`src/ptu_pkg.sv`:
```
// Package: shared constants and types for the PWM timing update control block
package ptu_pkg;

    // Data width of period and timing parameter values
    localparam int unsigned PTU_DATA_W = 16;

    // Reset values
    localparam logic [PTU_DATA_W-1:0] PTU_PERIOD_RST = 16'h00ff;
    localparam logic [PTU_DATA_W-1:0] PTU_PARAM_RST  = 16'h0000;

    // Selects which buffered timing parameter a write targets
    typedef enum logic [2:0] {
        PTU_SEL_DUTY,
        PTU_SEL_SEC_DUTY,
        PTU_SEL_MASTER_DUTY,
        PTU_SEL_PHASE,
        PTU_SEL_SEC_PHASE,
        PTU_SEL_DEAD,
        PTU_SEL_ALT_DEAD
    } ptu_param_sel_t;

    // Set of timing parameters that follow the master period update timing
    typedef struct packed {
        logic [PTU_DATA_W-1:0] generator_duty;
        logic [PTU_DATA_W-1:0] secondary_duty;
        logic [PTU_DATA_W-1:0] master_duty;
        logic [PTU_DATA_W-1:0] phase;
        logic [PTU_DATA_W-1:0] secondary_phase;
        logic [PTU_DATA_W-1:0] dead_time;
        logic [PTU_DATA_W-1:0] alternate_dead_time;
    } ptu_params_t;

    localparam ptu_params_t PTU_PARAMS_RST = '{default: PTU_PARAM_RST};

    // One parameter write: strobe, target and value
    typedef struct packed {
        logic                  valid;
        ptu_param_sel_t        sel;
        logic [PTU_DATA_W-1:0] data;
    } ptu_param_wr_t;

    // Boundary-timed events
    typedef struct packed {
        logic fault_clear;
        logic climit_clear;
        logic ext_period_reset;
    } ptu_events_t;

endpackage : ptu_pkg

```
`src/ptu_update_ctrl.sv`:
```
// Module: PWM time base with buffered and immediate timing parameter updates
//
// Functional notes
// - Period, duty, dead-time and phase values may be rewritten at run time, one parameter per cycle alongside a period write.
// - With both immediate enables low, a master period and a parameter written in one cycle both apply at the next start.
// - The master period comes from the primary period when select is 0, secondary when 1.
// - All duty, phase and dead-time values are buffered and, with the immediate parameter enable low, follow the master period timing.
// - Dead-time compensation, fault and current-limit clears and external reset share that edge unless the immediate parameter enable is high.
// - With the immediate period enable high, a written master period applies at once.
// - With the immediate parameter enable high, parameter writes apply right after the write.
`timescale 1ns/1ps
`default_nettype none

module ptu_update_ctrl
    import ptu_pkg::*;
#(
    parameter int unsigned DATA_W = PTU_DATA_W
)
(
    // Clock and reset
    input  wire logic                  clk,
    input  wire logic                  rst_n,
    // Period register writes
    input  wire logic                  primary_period_wr,
    input  wire logic                  secondary_period_wr,
    input  wire logic [DATA_W-1:0]     period_wdata,
    // Control bits
    input  wire logic                  time_base_select,
    input  wire logic                  immediate_period_update_en,
    input  wire logic                  immediate_param_update_en,
    // Timing parameter writes
    input  wire ptu_param_wr_t         param_wr,
    // Boundary-timed requests
    input  wire ptu_events_t           event_req,
    input  wire logic                  dt_comp_in,
    // Time base state
    output logic [DATA_W-1:0]          time_base_count,
    output logic                       cycle_boundary,
    output logic [DATA_W-1:0]          active_period,
    // Applied values and events
    output ptu_params_t                active_params,
    output ptu_events_t                event_apply,
    output logic                       dt_comp_active
);

    // Elaboration check
    if (DATA_W != PTU_DATA_W)
    begin : g_width_check
        $error("DATA_W must equal PTU_DATA_W");
    end

    // Applies one parameter write to a parameter set
    function automatic ptu_params_t apply_write(input ptu_params_t p, input ptu_param_wr_t w);
        ptu_params_t r;
        r = p;
        if (w.valid)
        begin
            unique case (w.sel)
                PTU_SEL_DUTY:        r.generator_duty      = w.data;
                PTU_SEL_SEC_DUTY:    r.secondary_duty      = w.data;
                PTU_SEL_MASTER_DUTY: r.master_duty         = w.data;
                PTU_SEL_PHASE:       r.phase               = w.data;
                PTU_SEL_SEC_PHASE:   r.secondary_phase     = w.data;
                PTU_SEL_DEAD:        r.dead_time           = w.data;
                PTU_SEL_ALT_DEAD:    r.alternate_dead_time = w.data;
                default:             r = p;
            endcase
        end
        return r;
    endfunction

    ////////////////////////////////////////////////////////////////////////////
    // State
    logic [DATA_W-1:0] count_reg, count_next;
    logic [DATA_W-1:0] primary_period_reg, primary_period_next;
    logic [DATA_W-1:0] secondary_period_reg, secondary_period_next;
    logic [DATA_W-1:0] period_reg, period_next;
    ptu_params_t       shadow_reg, shadow_next;
    ptu_params_t       params_reg, params_next;
    ptu_events_t       pend_reg, pend_next;
    ptu_events_t       apply_reg, apply_next;
    logic              dtc_reg, dtc_next;
    logic              boundary;
    logic              sel_period_wr;
    logic [DATA_W-1:0] sel_shadow_next;

    // Cycle boundary from the counter
    assign boundary = (count_reg >= period_reg);

    ////////////////////////////////////////////////////////////////////////////
    // Next-state logic
    always_comb
    begin
        // Time base counter
        count_next = boundary ? '0 : DATA_W'(count_reg + 1'b1);

        // Period shadows always take writes
        primary_period_next   = primary_period_wr ? period_wdata : primary_period_reg;
        secondary_period_next = secondary_period_wr ? period_wdata : secondary_period_reg;
        sel_shadow_next = time_base_select ? secondary_period_next : primary_period_next;
        sel_period_wr   = time_base_select ? secondary_period_wr : primary_period_wr;

        // Active master period
        if (immediate_period_update_en && sel_period_wr)
            period_next = period_wdata;
        else if (boundary)
            period_next = sel_shadow_next;
        else
            period_next = period_reg;

        // Timing parameter shadow and active set
        shadow_next = apply_write(shadow_reg, param_wr);
        if (immediate_param_update_en && param_wr.valid)
            params_next = apply_write(params_reg, param_wr);
        else if (boundary)
            params_next = shadow_next;
        else
            params_next = params_reg;

        // Boundary-timed events; a request in the boundary cycle applies there
        if (immediate_param_update_en)
        begin
            apply_next = event_req;
            pend_next  = '0;
        end
        else
        begin
            apply_next = boundary ? (pend_reg | event_req) : '0;
            pend_next  = boundary ? '0 : (pend_reg | event_req);
        end

        // Dead-time compensation level
        if (immediate_param_update_en)
            dtc_next = dt_comp_in;
        else if (boundary)
            dtc_next = dt_comp_in;
        else
            dtc_next = dtc_reg;
    end

    // Registers
    always_ff @(posedge clk or negedge rst_n)
    begin
        if (!rst_n)
        begin
            count_reg            <= '0;
            primary_period_reg   <= PTU_PERIOD_RST;
            secondary_period_reg <= PTU_PERIOD_RST;
            period_reg           <= PTU_PERIOD_RST;
            shadow_reg           <= PTU_PARAMS_RST;
            params_reg           <= PTU_PARAMS_RST;
            pend_reg             <= '0;
            apply_reg            <= '0;
            dtc_reg              <= 1'b0;
        end
        else
        begin
            count_reg            <= count_next;
            primary_period_reg   <= primary_period_next;
            secondary_period_reg <= secondary_period_next;
            period_reg           <= period_next;
            shadow_reg           <= shadow_next;
            params_reg           <= params_next;
            pend_reg             <= pend_next;
            apply_reg            <= apply_next;
            dtc_reg              <= dtc_next;
        end
    end

    // Outputs
    assign time_base_count = count_reg;
    assign cycle_boundary  = boundary;
    assign active_period   = period_reg;
    assign active_params   = params_reg;
    assign event_apply     = apply_reg;
    assign dt_comp_active  = dtc_reg;
endmodule : ptu_update_ctrl

`default_nettype wire

```
`config.mk`:
```
export PLATFORM = sky130hd
export DESIGN_NAME = ptu_update_ctrl
export DESIGN_NICKNAME = d
export VERILOG_FILES = /design/src/ptu_pkg.sv /design/src/ptu_update_ctrl.sv
export SDC_FILE = /design/constraint.sdc
export NUM_CORES = 1
export LEC_CHECK = 0
export BUFFER_PORTS_ARGS = -buffer_cell sky130_fd_sc_hd__buf_4
export CORE_MARGIN = 10
export CORE_UTILIZATION = 38
export CTS_CLUSTER_SIZE = 30
export DETAILED_ROUTE_END_ITERATION = 7
export HOLD_SLACK_MARGIN = 0.05
export PLACE_DENSITY = 0.62
export SYNTH_ARGS = -nofsm -noshare
export SYNTH_HDL_FRONTEND = slang
export SYNTH_SLANG_ARGS = --single-unit
```
`constraint.sdc`:
```
create_clock -name clk -period 3 [get_ports clk]
set_clock_uncertainty 0.05 [all_clocks]
set_input_delay 0.6 -clock clk [delete_from_list [all_inputs] [get_ports clk]]
set_output_delay 0.6 -clock clk [all_outputs]
set_load 0.05 [all_outputs]
```
Yosys cells after proc, flatten, opt, wreduce, memory -nomap -nowiden
Cells that the tools add are included.
Operators by class
  add/sub/neg operators: 1
  equality and inequality tests: 14
  reductions and logical operators: 13
  muxes and demuxes: 31
  $lt $le $gt $ge: 1
  bitwise gates (word level): 1
Operator list (number)
  $mux W112: 4
  $mux W16: 20
  $reduce_and A3 Y1: 7
  $add A16 B1 Y16 const B: 1
  $ge A16 B16 Y1: 1
  $ne A2 B1 Y1 const B: 7
  $mux W3: 4
  $eq A3 B3 Y1 const B: 3
  $eq A3 B2 Y1 const B: 2
  $reduce_bool A2 Y1: 3
  $eq A3 B1 Y1 const B: 1
  $logic_not A3 Y1: 1
  $mux W1: 3
  $or A3 B3 Y3: 1
  $logic_and A1 B1 Y1: 2
  $ne A2 B2 Y1 const B: 1
Word-level totals
  register bits: 295
  bits of input ports: 47

Longest topological paths before layout
  word-level depth: 5
  gate-level depth with buffers: 11
  gate-level depth less buffers: 8

Worst setup path before layout
OpenSTA, ideal clock, no wires.
  path kind: reg2out
  start point: register period_reg[1] (netlist: active_period[1])
  end point: output cycle_boundary
  path slack: -0.014 ns
  path buffers: 2
  cell stages (with the launch flop): 9
  data arrival time: 2.364 ns
  required time: 2.350 ns
  path through: dfstp_2 inv_1 ha_1 nor2b_1 o211a_1 o311ai_4 nand3_1 buf_2 buf_2
Between the ends
  cells in the longest elaborated chain, start to end: 1
RTL lines
  start, declared: RTL line ptu_update_ctrl.sv:77  | logic [DATA_W-1:0] period_reg, period_next;
  start signal, assigned: RTL line ptu_update_ctrl.sv:161  | period_reg <= period_next;
  $ge A16 B16 Y1: RTL line ptu_update_ctrl.sv:88  | assign boundary = (count_reg >= period_reg);
  end, declared: RTL line ptu_update_ctrl.sv:38  | output logic cycle_boundary,
Every way passes these cells.

Final worst setup path
Ends and elaborated chain as after synthesis.

==> impl_metrics.yaml <==
worst_setup_path:
  crit_path_end_kind: "output pin"
  crit_required_ns: 2.35
  startpoint_type: "flop"
  cp_data_arrival_time_ns: 2.26
  criticalPathCategory: "reg -> out"
  worstPathMaxFanout: 2
cts:
  clk_pin_slew_ns: 0.05
  htree_levels: 2
  cts_tree: "done"
  clock_latency_ns: 0.53
  clock_sinks: 295
  cts-root-buf: "clkbuf_16"
  ctsLongestPathBuffers: 3
  cts_made_buffers: 35
grt:
  grt.total_usage_pct: 16.92
  grt_pass1_vias: 9163
  gr-total-overflow: 0
  grt_max_degree: 85
  grt_antenna_before_repair: 0
  grt_pass1_wl_mm: 55.57
finish:
  final_common_cell: "dfrtp_1"
  final_cell_count_no_fill: 1665
  fin_util_pct: 48.25
  syn_to_final_growth_pct: 25.20
  num_antenna_cells: 0
  layout_common_cells: "dfrtp_1, buf_4, mux2_2"
  nets: 1254
  drive_gt1_share_pct: 42.48
yosys:
  yosysWarningCount: 0
  syn_inst: 974
  synthArstFlopShare_pct: 100.0
  ys_ff_latch: 295
  ys_seq_area_share_pct: 57.22
  yosysUniqueCellTypes: 39
  ys.flop_type: "dfrtp_1"
  synth-edff-count: 0
  syn-cell-area_um2: 12950
  syn-num-nets: 1038
  syn_avg_cell_area_um2: 13.30
sta:
  max_freq_mhz: 343.2
  relSlewSlack_pct: 36.93
  finalSetupViolCount: 0
  slew_viol_final: 0
  postLayoutSetupSlackWorst_ns: 0.08641
  hold_viol_final: 0
  timing.final.crit_share_pct: 97.12
  finalCriticalPeriod_ns: 2.914
  worst_pin_slew_ns: 0.9460
  rsz0062_at_grt: "true"
placement:
  pre_cts_slack_ns: 0.1557
  dpl.hpwl_mm: 25.32
  place_congestion: 0.7829
  dp_cells: 1598
  io_buffers: 195
power:
  p_leak_nw: 6.807
  ir_drop_mv: 0.5624
  power.density_nw_per_um2: 793.7
routing:
  drc: 0
  ant_nets: 0
  vias_per_cell: 5.191
  vias: 8643
  routedWlPerCell_um: 21.50
  drtIter0Drc: 476
  first_pass_iters: 5
  wirelength_mm: 35.79
floorplanning:
  rows: 67
  fp.dieW_um: 204.6
  core_um2: 33620
  dieArea_um2: 41870
  die_height_um: 204.6
  start_util_pct: 38.53
  io_pins: 196
outcome:
  status: "complete, no violations"
min_path:
  hp-class: "in -> reg"
flow_run:
  maxCapViolations: 0
layer usage:
metal / routed length (um) / GRT usage (%) / vias to the layer above / share of wire [%]
met5: 0 / 0 / - / 0
met4: 519 / 3.861 / 0 / 1.4
met3: 2682 / 4.944 / 38 / 7.5
met2: 16730 / 27.24 / 207 / 47
met1: 15860 / 22.05 / 4440 / 44
li1: - / - / 3958 / -
stage by stage:
stage | power, mW | area (um^2) | setup TNS [ns] | hold WS [ns]
2_1_floorplan | 7.596 | 12960 | 0 | 0.2544
3_3_place_gp | 8.801 | 15030 | 0 | 0.4139
3_5_place_dp | 8.868 | 15030 | 0 | 0.4181
4_1_cts | 13.01 | 16190 | 0 | 0.2288
5_1_grt | 13.47 | 16220 | -0.02208 | 0.2331
6_report | 12.87 | 16220 | 0 | 0.2426
power by group:
part           switching (mW)  total, mW  internal [mW]
clock                    1.70       4.10           2.40
combinational            2.24       3.58           1.34
sequential              0.425       5.19           4.77
cell usage after synthesis (all sizes together), types with 3 or more instances:
master,count,area (um^2)
a21oi,28,140.1
and3,3,18.77
buf,39,234.0
clkbuf,21,78.83
dfrtp,271,6782
dfstp,24,630.6
ha,17,212.7
inv,20,75.07
mux2,162,1824
mux2i,30,300.3
nand2,16,60.06
nand2b,123,784.5
nand3,10,50.05
nand4,4,25.02
nor2,55,214.0
nor2b,3,18.77
nor3,3,36.29
o21a,19,142.6
o21ai,5,25.02
o221a,96,1081
or3,4,25.02
xor2,10,87.58
layout make-up:
class	instances	area [um^2]
clock buffers	52	1030
flip-flops and latches	295	7412
well taps	448	560.5
fillers	2988	17400
repair buffers	239	1853
clock inverters	12	102.6
multi-input cells	599	5185
inverters	20	75.07
critical path, cell delays in order (launching register included):
cell and delay (ns):
dfstp_2 0.53, inv_2 0.05, ha_4 0.20, nor2b_1 0.12, o211a_1 0.24, o311ai_4 0.29, nand3_2 0.13, buf_8 0.18
final timing paths:
check	startpoint	end	slack [ns]	depth (start not counted)
min reg2reg	shadow_reg[22]	shadow_reg[22]	0.43	1
min	event_req[1]	pend_reg[1]	0.24	2
max	active_period[1]	cycle_boundary	0.09	7
min in group asynchronous	rst_n	active_params[110]	0.47	2
max in group asynchronous	rst_n	active_params[42]	1.67	3
max reg2reg	time_base_count[13]	active_params[2]	0.25	9
kinds of logic (layout without fill, tap and decap cells):
group | after synthesis | in the layout | synth area share (%)
AOI/OAI and AO/OA | 154 | 154 | 11.27
xor gates and xnor gates | 12 | 12 | 0.8114
adders and majority gates | 17 | 17 | 1.642
buffers and inverters | 80 | 323 | 2.994
DFF | 295 | 295 | 57.22
muxes | 192 | 192 | 16.40
and+or+nand+nor | 224 | 224 | 9.659
timing repair:
action / in CTS / in global routing
hold buffers: 1 / 0
hold endpoints to repair: 24 / 0
gates resized for setup: 1 / 6
pin swaps: 2 / 3
setup endpoints to repair: 1 / 1
setup buffers: 1 / 1
No activity file was read; power rests on OpenSTA's default activity.
